--- config.mk ---
export PLATFORM = sky130hd
export DESIGN_NAME = vectored_interrupt_controller
export DESIGN_NICKNAME = d
export VERILOG_FILES = /design/src/shared/vic_pkg.sv /design/src/priority_unit.sv /design/src/vectored_interrupt_controller.sv
export SDC_FILE = /design/constraint.sdc
export NUM_CORES = 1
export LEC_CHECK = 0
export BUFFER_PORTS_ARGS = -buffer_cell sky130_fd_sc_hd__buf_2
export CORE_UTILIZATION = 58
export DETAILED_ROUTE_END_ITERATION = 10
export HOLD_SLACK_MARGIN = 0.1
export MAX_ROUTING_LAYER = met4
export PLACE_DENSITY = 0.85
export SETUP_SLACK_MARGIN = 0.3
export SLEW_MARGIN = 20
export SYNTH_ARGS = -nofsm -noshare
export SYNTH_HDL_FRONTEND = slang
export SYNTH_SLANG_ARGS = --single-unit
--- constraint.sdc ---
create_clock -name clock -period 13.47 [get_ports clock]
set_input_delay 4.041 -clock clock [delete_from_list [all_inputs] [get_ports clock]]
set_output_delay 4.041 -clock clock [all_outputs]
set_load 0.05 [all_outputs]
--- src/shared/vic_pkg.sv ---
// shared constants for the 32-channel vectored interrupt controller
package vic_pkg;
  localparam int NUM_CHANNELS   = 32;                 // prioritized request channels
  localparam int CHANNEL_W      = 5;                  // width of a channel or source number
  localparam int UNIT_CHANNELS  = 16;                 // channels held by one standard unit
  localparam int NUM_PERIPH     = 27;                 // on-chip peripheral request inputs
  localparam int NUM_WAKE_REQ   = 5;                  // requests made by the wake-up unit
  localparam int NUM_WAKE_PINS  = 30;                 // external wake-up pin inputs
  localparam int GROUP_PINS     = 8;                  // pins in wake-up groups one to three
  localparam int GROUP0_PINS    = 6;                  // pins in wake-up group zero
  localparam int VECTOR_W       = 32;                 // vector address width

  // positions inside the registered wake-up request word
  localparam int WAKE_ALL       = 0;                  // or of all 32 wake-up inputs
  localparam int WAKE_GROUP0    = 1;                  // port-3 pins plus clock and resume
  localparam int WAKE_GROUP1    = 2;                  // port-5 pins
  localparam int WAKE_GROUP2    = 3;                  // port-6 pins
  localparam int WAKE_GROUP3    = 4;                  // port-7 pins

  // first pin of each group inside the wake-up pin bus
  localparam int GROUP0_BASE    = 0;
  localparam int GROUP1_BASE    = 6;
  localparam int GROUP2_BASE    = 14;
  localparam int GROUP3_BASE    = 22;

  localparam logic [VECTOR_W-1:0]  VECTOR_STRIDE = 32'h0000_0004; // bytes between vector slots
  localparam logic [CHANNEL_W-1:0] UNIT0_BASE    = 5'h00;         // first channel of the high unit
  localparam logic [CHANNEL_W-1:0] UNIT1_BASE    = 5'h10;         // first channel of the low unit
  localparam logic [CHANNEL_W-1:0] CHANNEL_NONE  = 5'h00;         // channel shown when nothing wins

  // recommended source channels, kept for integration only
  localparam int REC_WATCHDOG   = 0;
  localparam int REC_TIMER0     = 4;
  localparam int REC_DMA        = 12;
  localparam int REC_BUS_RESUME = 30;
endpackage : vic_pkg

--- src/priority_unit.sv ---
// one standard 16-channel priority unit with a daisy-chain input
`timescale 1ns/10ps
`default_nettype none
module priority_unit
  import vic_pkg::*;
#(
  parameter logic [vic_pkg::CHANNEL_W-1:0] BASE = vic_pkg::UNIT0_BASE  // channel number of bit zero
) (
  input  wire logic [vic_pkg::UNIT_CHANNELS-1:0] request,        // active vectored channels of this unit
  input  wire logic                              chain_hit,      // a lower-priority unit has a winner
  input  wire logic [vic_pkg::CHANNEL_W-1:0]     chain_channel,  // that unit's winning channel
  output logic                                   hit,            // some channel wins here or below
  output logic [vic_pkg::CHANNEL_W-1:0]          channel         // winning channel number
);

  // scan from the lowest-priority bit up so the lowest number is written last and wins;
  // a local request always beats the chained one because this unit sits higher in the chain
  always_comb begin
    hit     = chain_hit;
    channel = chain_channel;
    for (int i = UNIT_CHANNELS - 1; i >= 0; i--) begin
      if (request[i]) begin
        hit     = 1'b1;
        channel = BASE + CHANNEL_W'(i);
      end
    end
  end

endmodule : priority_unit
`default_nettype wire

--- src/vectored_interrupt_controller.sv ---
// 32-channel vectored interrupt controller built from two chained priority units
`timescale 1ns/10ps
`default_nettype none
module vectored_interrupt_controller
  import vic_pkg::*;
(
  input  wire logic                                       clock,          // 50 MHz bus clock
  input  wire logic                                       reset,          // synchronous, active high
  input  wire logic                                       enable,         // clock enable, freezes all state
  input  wire logic [vic_pkg::NUM_PERIPH-1:0]             peripheral_irq, // on-chip peripheral levels
  input  wire logic [vic_pkg::NUM_WAKE_PINS-1:0]          wake_pin,       // external wake-up pins, async
  input  wire logic [vic_pkg::NUM_WAKE_PINS-1:0]          wake_pin_enable,// per-pin wake-up enable
  input  wire logic                                       rtc_irq,        // real-time clock interrupt
  input  wire logic                                       usb_resume_irq, // bus resume interrupt
  input  wire logic [vic_pkg::NUM_CHANNELS*vic_pkg::CHANNEL_W-1:0] channel_map, // source per channel
  input  wire logic [vic_pkg::NUM_CHANNELS-1:0]           force_request,  // software forced requests
  input  wire logic [vic_pkg::NUM_CHANNELS-1:0]           fiq_select,     // channels routed to fast
  input  wire logic [vic_pkg::VECTOR_W-1:0]               vector_base,    // address of channel 0 vector
  input  wire logic [vic_pkg::VECTOR_W-1:0]               default_vector, // vector when nothing wins
  input  wire logic                                       vector_read,    // core reads the vector
  output logic                                            fast_interrupt_request, // fast request
  output logic                                            irq,            // vectored request
  output logic                                            vector_ready,   // read answer strobe
  output logic                                            vector_hit,     // a channel won the read
  output logic [vic_pkg::CHANNEL_W-1:0]                   vector_channel, // winning channel
  output logic [vic_pkg::CHANNEL_W-1:0]                   vector_source,  // source mapped to it
  output logic [vic_pkg::VECTOR_W-1:0]                    vector_addr     // vector address
);

  // pin synchroniser stages; the first stage feeds only the second
  logic [NUM_WAKE_PINS-1:0] wake_meta_q;     // first stage
  logic [NUM_WAKE_PINS-1:0] wake_sync_q;     // second stage, safe to use
  logic [NUM_WAKE_PINS-1:0] wake_pins_on;    // enabled, synchronised pins
  logic [NUM_WAKE_REQ-1:0]  wake_req_d;      // wake-up unit requests, next value
  logic [NUM_WAKE_REQ-1:0]  wake_req_q;      // wake-up unit requests, registered
  logic [NUM_CHANNELS-1:0]  sources;         // all 32 request sources
  logic [CHANNEL_W-1:0]     map_arr [NUM_CHANNELS]; // unpacked channel map
  logic [NUM_CHANNELS-1:0]  channel_req;     // per-channel request after map and force
  logic [NUM_CHANNELS-1:0]  pending_q;       // registered channel levels
  logic [NUM_CHANNELS-1:0]  irq_pending;     // pending channels on the vectored path
  logic [NUM_CHANNELS-1:0]  fiq_pending;     // pending channels on the fast path
  logic                     low_hit;         // winner in channels 16..31
  logic [CHANNEL_W-1:0]     low_channel;
  logic                     best_hit;        // overall winner exists
  logic [CHANNEL_W-1:0]     best_channel;    // overall winning channel
  logic                     fiq_q;
  logic                     irq_q;
  logic                     ready_q;
  logic                     hit_q;
  logic [CHANNEL_W-1:0]     channel_q;
  logic [CHANNEL_W-1:0]     source_q;
  logic [VECTOR_W-1:0]      addr_q;

  // two-flop synchroniser for the external pins; clock and resume come from on-chip logic
  always_ff @(posedge clock) begin
    if (reset) begin
      wake_meta_q <= '0;
      wake_sync_q <= '0;
    end else if (enable) begin
      wake_meta_q <= wake_pin;
      wake_sync_q <= wake_meta_q;
    end
  end

  assign wake_pins_on = wake_sync_q & wake_pin_enable;

  // wake-up unit: one global or, group zero of six pins plus clock and resume, and three groups of eight
  always_comb begin
    wake_req_d              = '0;
    wake_req_d[WAKE_ALL]    = (|wake_pins_on) | rtc_irq | usb_resume_irq;
    wake_req_d[WAKE_GROUP0] = (|wake_pins_on[GROUP0_BASE +: GROUP0_PINS]) | rtc_irq | usb_resume_irq;
    wake_req_d[WAKE_GROUP1] = |wake_pins_on[GROUP1_BASE +: GROUP_PINS];
    wake_req_d[WAKE_GROUP2] = |wake_pins_on[GROUP2_BASE +: GROUP_PINS];
    wake_req_d[WAKE_GROUP3] = |wake_pins_on[GROUP3_BASE +: GROUP_PINS];
  end

  // registering the wake-up word keeps its or trees out of the mapping path
  always_ff @(posedge clock) begin
    if (reset) begin
      wake_req_q <= '0;
    end else if (enable) begin
      wake_req_q <= wake_req_d;
    end
  end

  // source numbering: peripherals first, then the five wake-up requests
  assign sources = {wake_req_q, peripheral_irq};

  // per-channel source select plus software force
  genvar gc;
  generate
    for (gc = 0; gc < NUM_CHANNELS; gc++) begin : g_chan
      assign map_arr[gc]     = channel_map[gc*CHANNEL_W +: CHANNEL_W];
      assign channel_req[gc] = sources[map_arr[gc]]
                             | force_request[gc];
    end
  endgenerate

  // levels are sampled every cycle, so a request lasts exactly as long as its cause
  always_ff @(posedge clock) begin
    if (reset) begin
      pending_q <= '0;
    end else if (enable) begin
      pending_q <= channel_req;
    end
  end

  // a channel goes to exactly one path
  assign fiq_pending = pending_q & fiq_select;
  assign irq_pending = pending_q & ~fiq_select;

  // low unit has no chain input; its result chains into the high unit
  priority_unit #(
    .BASE          (UNIT1_BASE)
  ) u_unit_low (
    .request       (irq_pending[NUM_CHANNELS-1:UNIT_CHANNELS]),
    .chain_hit     (1'b0),
    .chain_channel (CHANNEL_NONE),
    .hit           (low_hit),
    .channel       (low_channel)
  );

  // high unit resolves channels 0..15 and passes the chained winner otherwise
  priority_unit #(
    .BASE          (UNIT0_BASE)
  ) u_unit_high (
    .request       (irq_pending[UNIT_CHANNELS-1:0]),
    .chain_hit     (low_hit),
    .chain_channel (low_channel),
    .hit           (best_hit),
    .channel       (best_channel)
  );

  // request outputs; the vectored one is held off while the fast one is up
  always_ff @(posedge clock) begin
    if (reset) begin
      fiq_q <= 1'b0;
      irq_q <= 1'b0;
    end else if (enable) begin
      fiq_q <= |fiq_pending;
      irq_q <= (|irq_pending) & ~(|fiq_pending);
    end
  end

  // vector read: winner, its source and its address are captured at the read edge
  always_ff @(posedge clock) begin
    if (reset) begin
      ready_q   <= 1'b0;
      hit_q     <= 1'b0;
      channel_q <= CHANNEL_NONE;
      source_q  <= CHANNEL_NONE;
      addr_q    <= '0;
    end else if (enable) begin
      ready_q <= vector_read;
      if (vector_read) begin
        hit_q     <= best_hit;
        channel_q <= best_hit ? best_channel : CHANNEL_NONE;
        source_q  <= best_hit ? map_arr[best_channel] : CHANNEL_NONE;
        // no winner returns the default so a late read still lands somewhere sane
        addr_q    <= best_hit ? vector_base + VECTOR_STRIDE * VECTOR_W'(best_channel)
                              : default_vector;
      end
    end
  end

  assign fast_interrupt_request = fiq_q;
  assign irq                    = irq_q;
  assign vector_ready           = ready_q;
  assign vector_hit             = hit_q;
  assign vector_channel         = channel_q;
  assign vector_source          = source_q;
  assign vector_addr            = addr_q;

  // helper: mask of channels that outrank the captured winner
  logic [NUM_CHANNELS-1:0] above_mask;
  assign above_mask = (32'h0000_0001 << channel_q) - 32'h0000_0001;

  a_fiq_wins: assert property (@(posedge clock) disable iff (reset)
    fiq_q |-> !irq_q)
    else $error("vectored request raised together with fast request");

  a_irq_or: assert property (@(posedge clock) disable iff (reset)
    enable |=> irq_q == ($past(|irq_pending) && !$past(|fiq_pending)))
    else $error("vectored request not the or of vectored channels");

  a_fiq_route: assert property (@(posedge clock) disable iff (reset)
    enable |=> fiq_q == $past(|(pending_q & fiq_select)))
    else $error("fast request does not follow routed channels");

  a_prio_fixed: assert property (@(posedge clock) disable iff (reset)
    enable && vector_read && (|irq_pending) |=>
      hit_q && (($past(irq_pending) & above_mask) == '0)
            && ((($past(irq_pending) >> channel_q) & 32'h0000_0001) != '0))
    else $error("vector read did not return highest priority channel");

  a_read_answer: assert property (@(posedge clock) disable iff (reset)
    enable && vector_read |=> ready_q ##1 (!ready_q || !enable || $past(vector_read)))
    else $error("vector read answer strobe wrong");

  a_vector_addr: assert property (@(posedge clock) disable iff (reset)
    enable && vector_read && !best_hit |=> !hit_q && addr_q == $past(default_vector))
    else $error("empty read did not return default vector");

  a_force_req: assert property (@(posedge clock) disable iff (reset)
    enable |=> (pending_q & $past(force_request)) == $past(force_request))
    else $error("forced channel not pending");

  a_map_source: assert property (@(posedge clock) disable iff (reset)
    enable && vector_read && best_hit |=> source_q == $past(map_arr[best_channel]))
    else $error("returned source does not match channel map");

  a_wake_all: assert property (@(posedge clock) disable iff (reset)
    enable |=> wake_req_q[WAKE_ALL] == $past((|wake_pins_on) | rtc_irq | usb_resume_irq))
    else $error("wake-all request not the or of wake inputs");

  a_pend_level: assert property (@(posedge clock) disable iff (reset)
    enable && channel_req == '0 |=> pending_q == '0)
    else $error("channel stayed pending after its cause dropped");

  c_fast: cover property (@(posedge clock) disable iff (reset) fiq_q);
  c_vectored: cover property (@(posedge clock) disable iff (reset) irq_q);
  c_read_hit: cover property (@(posedge clock) disable iff (reset) ready_q && hit_q);
  c_both_pending: cover property (@(posedge clock) disable iff (reset)
    (|fiq_pending) && (|irq_pending));

endmodule : vectored_interrupt_controller
`default_nettype wire

==> results of run 1 <==
## registers in the layout, summed over array words and instances, names as in the netlist
name,flops
pending_q,32
vector_channel,5
vector_addr,32
vector_ready,1
fast_interrupt_request,1
wake_req_q,5
vector_source,5
irq,1
vector_hit,1
wake_meta_q,30
wake_sync_q,30
## power groups by stage
| stage | Sequential, µW | Clock [µW] | Combinational, µW |
|---|---|---|---|
| final | 476 | 474 | 802 |
| after floorplan | 513 | 0 | 513 |
| after CTS | 474 | 476 | 767 |
| after global routing | 477 | 495 | 830 |
| after global placement | 483 | 0 | 744 |
| after detailed placement | 483 | 0 | 765 |
## layer usage
| metal | GRT usage, % | part of all wire (%) |
|---|---|---|
| met1 | 51.2 | 30 |
| met2 | 70.1 | 45 |
| met3 | 19.4 | 17 |
| met4 | 29.2 | 8.1 |
| met5 | - | 0 |
## worst max-delay path, delay by kind of cell
kind / cells / cell delay, ns
AO/OA/AOI/OAI: 7 / 1.41
XOR/XNOR: 1 / 0.16
adder cells (fa/ha/maj): 2 / 0.72
AND/OR/NAND/NOR: 6 / 1.30
buffers and inverters: 3 / 0.95
## layout by cell type, fill, tap and decap left out, types with 15 or more instances in the layout
cell type | synthesis | routed
a211oi_1 | 42 | 42
a221oi_1 | 15 | 15
a21oi_1 | 43 | 42
buf_2 | 11 | 424
a311oi_1 | 37 | 37
o21ai_0 | 23 | 23
nand2b_1 | 24 | 24
xnor2_1 | 18 | 18
dfxtp_1 | 143 | 143
a22oi_1 | 23 | 23
clkbuf_16 | 0 | 17
nor2_1 | 186 | 186
nor4_1 | 24 | 24
nand2_1 | 85 | 85
inv_1 | 61 | 61
diode_2 | 0 | 30
mux2i_1 | 116 | 116
mux4_2 | 320 | 320
## worst paths after layout
kind,start,depth (start not counted),endpoint,slack (ns)
setup / recovery,fiq_select[27],19,vector_addr[28],5.21
hold / removal,vector_addr[31],2,vector_addr[31],0.45
setup reg to reg,pending_q[29],18,vector_addr[28],8.41
hold reg to reg,vector_addr[31],2,vector_addr[31],0.45
## layout make-up
cell class	instances	area, µm²
multi-input cells	1152	12700
fillers	2156	8910
flip-flops and latches	143	2860
repair buffers	437	2220
well taps	378	473
clock buffers	18	439
inverters	64	241
clock inverters	14	140
diodes	30	75.1
## kinds of logic (layout without fill, tap and decap cells)
kind of cell,count (synthesis),count (layout),synth area share [%]
mux,436,436,49.9
simple gates,411,411,11.8
buf+inv,291,533,6.97
compound gates,273,273,12.3
flops,143,143,17.1
xor+xnor,26,26,1.36
fa+ha+maj,6,6,0.493
other cells,0,30,0
## metrics by stage
stage	worst slack (ns)	instance area, µm²	hold WS [ns]	total power [µW]
floorplan	6.13	16800	0.460	1030
global placement	5.05	18500	0.429	1230
detailed placement	4.89	18500	0.436	1250
CTS	5.32	19100	0.451	1720
global route	4.95	19200	0.465	1800
finish	5.21	19200	0.448	1750
==> flow_summary.yaml, run 1 <==
timing:
  rsz0062_at_grt: "no"
  fmax_mhz: 121
  setup_viol: 0
  relSlewSlack_pct: 16.7
  fin_crit_ns: 8.26
  slew_viol_final: 0
  skew_ns: 0.0176
  hold_viol: 0
  setup_tns_ns: 0
  max_slew.worst_pin.slew_ns: 1.25
  period_share_pct: 61.3
detailed_routing:
  wl_per_cell_um: 30.2
  dr.pass1.iters: 7
  drt_wl_total_mm: 67.4
  vias: 17200
  first_iter_violations: 2944
  ant_nets: 0
  vias_per_cell: 7.70
  drc: 0
logic_synthesis:
  synth_area_leaders: "mux4_2, dfxtp_1, mux2i_1"
  avgSynthCellArea_um2: 10.6
  synth_ff_type: "dfxtp_1"
  synthTopCellsByCount: "mux4_2, clkbuf_1, nor2_1"
  synth_top_area_cell: "mux4_2"
  synth.distinct_cells: 78
  syn-cell-area_um2: 16800
  ys_seq_area_share_pct: 17.1
  ys_async_sr_fraction_pct: 0
  syn-num-nets: 1973
  synth_top_area_share_pct: 43.0
  synthCells: 1586
  synth.most_common_cell: "mux4_2"
  ys_warn_count: 0
  ys_seq_elements: 143
  synth-edff-count: 0
floorplanning:
  die_h_um: 172
  rows: 61
  coreArea_um2: 28100
  initial_utilization_pct: 59.7
  io_pins: 427
  die_x_um: 172
  dieArea_um2: 29600
layout:
  drive_gt1_share_pct: 45.2
  final_cells: 2236
  syn_to_final_growth_pct: 14.5
  nets: 2202
  utilization_pct: 68.3
power:
  powerDensity_nw_per_um2: 91.3
  p_clk_share_pct: 27.1
  seqPwrFrac_pct: 27.2
  switching_share_pct: 40.8
  p_leak_uw: 0.00767
  power_frac_comb_pct: 45.8
  vdd.ir_drop.worst_mv: 0.0632
  p_int_uw: 1040
  power_switching_uw: 715
clock_tree:
  cts_sinks: 143
  cts.path.max_buffers: 2
  clk_pin_slew_ns: 0.07
  postCtsSetupBuffers: 0
  ctsResizeCount: 0
  clk_latency_ns: 0.44
  hold_buffers: 0
  cts_tree: "done"
  cts_buffers: 17
  cts_root_buf: "clkbuf_16"
  h-tree-depth: 4
grt:
  grt_max_degree: 109
  grt_pass1_wl_mm: 97.9
  antenna_found_initial: 27
  first_global_vias: 16300
  grt.overflow.total: 0
  track_usage_pct: 46.6
placed_design:
  hpwl_mm: 45.6
  dp_cells: 2174
  gp_congestion: 0.954
  portBuffers: 426
worst_setup_path:
  cp.required_ns: 13.83
  crit_chain: "buf_2 > and2b_4 > a211oi_2 > o31ai_2 > a211o_2 > nand2_4 > inv_2 > ha_1 > inv_1 > fa_1 > nor2b_1 > o21ai_0 > a21boi_0 > o21bai_1 > or3_1 > nor2_1 > xor2_1 > nor2_1 > o21ai_1"
  crit_slowest_cell: "inv_2"
  path_class: "in -> reg"
  critPathMaxStageDelay_ns: 0.77
  worstPathArrival_ns: 8.62
  end_kind: "flip-flop"
  crit_path_start_kind: "input port"
  worstPathMaxFanout: 38
  cpMostUsedCell: "nor2_1"
hold_path:
  hold_class: "reg -> reg"
job:
  maxCapViolCount: 0
outcome:
  status: "finished, final reports clean"
No activity file was read; power rests on OpenSTA's default activity.
==> inputs of run 2 (changes only) <==
CORE_UTILIZATION = 50   (was 58)
PLACE_DENSITY = 0.78   (was 0.85)
clock period = 6.8 ns   (was 13.47 ns; I/O delays follow)
==> run 2 against run 1 <==
  * Routed wire length rose by 0.40%
  * Clock skew is 0.0011 ns higher
  * Utilization fell by 9.3 points
  * Non-clock buffer count up 4
  * Global-route usage shrank 6.1 points
  * Via count down 2.8%
  * Critical path depth is 2 lower
  * Cell count is 3.2% higher
  * First-iteration DRC count fell by 9.4%
  * Hold slack is essentially flat
  * Critical path type unchanged
  * Critical endpoint unchanged
  * Highest routed layer unchanged
==> flow_summary.yaml, run 2 (synthesis results as in run 1) <==
outcome:
  status: "finished, final reports clean"
timing:
  setup_viol: 0
  setup_tns_ns: 0
  rsz0062_at_grt: "no"
  skew_ns: 0.0187
  max_slew.worst_pin.slew_ns: 1.16
  fin_crit_ns: 5.55
  fmax_mhz: 180
  fin_ws_ns: 1.25
  period_share_pct: 81.6
  slew_viol_final: 0
  relSlewSlack_pct: 22.2
  hold_viol: 0
  timing.hold.ws_ns: 0.448
layout:
  fillers: 2746
  layout_common_cells: "buf_2, mux4_2, nor2_1"
  final_cells: 2308
  layout_commonest_cell: "buf_2"
  nets: 2206
  drive_gt1_share_pct: 45.3
  syn_to_final_growth_pct: 15.4
  final_area_um2: 19300
power:
  vdd.ir_drop.worst_mv: 0.188
  power_frac_comb_pct: 45.3
  p_clk_share_pct: 27.7
  seqPwrFrac_pct: 27.0
  switching_share_pct: 39.0
  power_switching_uw: 1360
  p_int_uw: 2130
  p_leak_uw: 0.00770
  powerDensity_nw_per_um2: 180
clock_tree:
  cts_tree: "done"
  hold_buffers: 0
  clk_pin_slew_ns: 0.06
  cts_root_buf: "clkbuf_16"
  clk_latency_ns: 0.43
  cts_buffers: 17
  h-tree-depth: 4
  cts_sinks: 143
  ctsResizeCount: 0
  cts.path.max_buffers: 2
  postCtsSetupBuffers: 0
detailed_routing:
  first_iter_violations: 2666
  vias: 16700
  drt_wl_total_mm: 67.7
  vias_per_cell: 7.25
  wl_per_cell_um: 29.3
  ant_nets: 0
  dr.pass1.iters: 9
  drc: 0
worst_setup_path:
  timing.rr.start: "pending_q[29]"
  worstPathArrival_ns: 5.90
  cp.required_ns: 7.15
  path_class: "in -> reg"
  crit_path_start: "fiq_select[15]"
  end_kind: "flip-flop"
  crit_path_start_kind: "input port"
  worstPathMaxFanout: 11
grt:
  first_global_vias: 16000
  grt_pass1_wl_mm: 99.2
  antenna_found_initial: 30
  grt_max_degree: 86
  track_usage_pct: 40.5
  grt.overflow.total: 0
job:
  maxCapViolCount: 0
floorplanning:
  io_pins: 427
  die_x_um: 185
  die_h_um: 185
  coreArea_um2: 32800
  rows: 66
  dieArea_um2: 34200
  initial_utilization_pct: 51.1
placed_design:
  hpwl_mm: 47.3
  dp_slack_ns: 0.944
  dp_cells: 2242
  gp_congestion: 0.968
  dpl_cell_area_um2: 18600
  portBuffers: 426
hold_path:
  hold_class: "reg -> reg"
  min_from: "vector_addr[30]"
## run 2: changes by cell type in the layout (fill, tap and decap cells not counted), sizes merged
cell	previous run	this run
clkbuf	18	20
clkinv	4	3
clkinvlp	2	3
diode	30	34
buf	437	441
inv	72	68
bufinv	0	2
## run 2: final timing paths
path | end | slack [ns] | cells past startpoint
worst min register to register | vector_addr[30] | 0.45 | 2
worst min-delay path | vector_addr[30] | 0.45 | 2
worst max-delay path | vector_addr[28] | 1.25 | 17
worst max register to register | vector_addr[28] | 2.45 | 18
## run 2: power by group through the flow
stage	logic (µW)	clock network [µW]	registers, µW
after floorplan	1020	0	1020
after global placement	1480	0	958
after detailed placement	1520	0	960
after CTS	1530	977	942
after global routing	1650	1010	946
final	1580	964	943
## run 2: critical path, stage by stage
cell and delay, ns:
buf_2 0.11, nand2b_1 0.18, nand4_1 0.21, a211oi_1 0.36, o21ai_1 0.17, nand2_1 0.40
clkinv_2 0.30, ha_1 0.38, nor2b_1 0.18, o21ai_0 0.13, a21boi_0 0.36, o21bai_1 0.20
or3_1 0.41, nor2_1 0.14, xor2_1 0.16, nor2_1 0.05, o21ai_1 0.13
## run 2: area by class of cell
| class | instances | area (µm²) | share of cell area (%) |
|---|---|---|---|
| well taps | 442 | 553 | 2.86 |
| repair buffers | 441 | 2250 | 11.7 |
| multi-input cells | 1152 | 12700 | 65.9 |
| diodes | 34 | 85.1 | 0.440 |
| clock buffers | 20 | 457 | 2.36 |
| inverters | 64 | 241 | 1.25 |
| flip-flops and latches | 143 | 2860 | 14.8 |
| clock inverters | 12 | 146 | 0.757 |
## run 2: metrics by stage
stage / total power [µW] / util, %
after floorplan: 2030 / -
after global placement: 2440 / 56.8
after detailed placement: 2480 / 56.8
after CTS: 3440 / 58.7
after global routing: 3610 / 58.9
final: 3490 / 59.0
## run 2: metal layers
| metal | share of wire, % | track usage, % | vias to the layer above |
|---|---|---|---|
| met5 | 0 | - | - |
| met4 | 6.4 | 20.2 | 0 |
| met3 | 18 | 17.1 | 378 |
| met2 | 45 | 61.3 | 1766 |
| met1 | 31 | 45.9 | 7792 |
| li1 | - | - | 6795 |
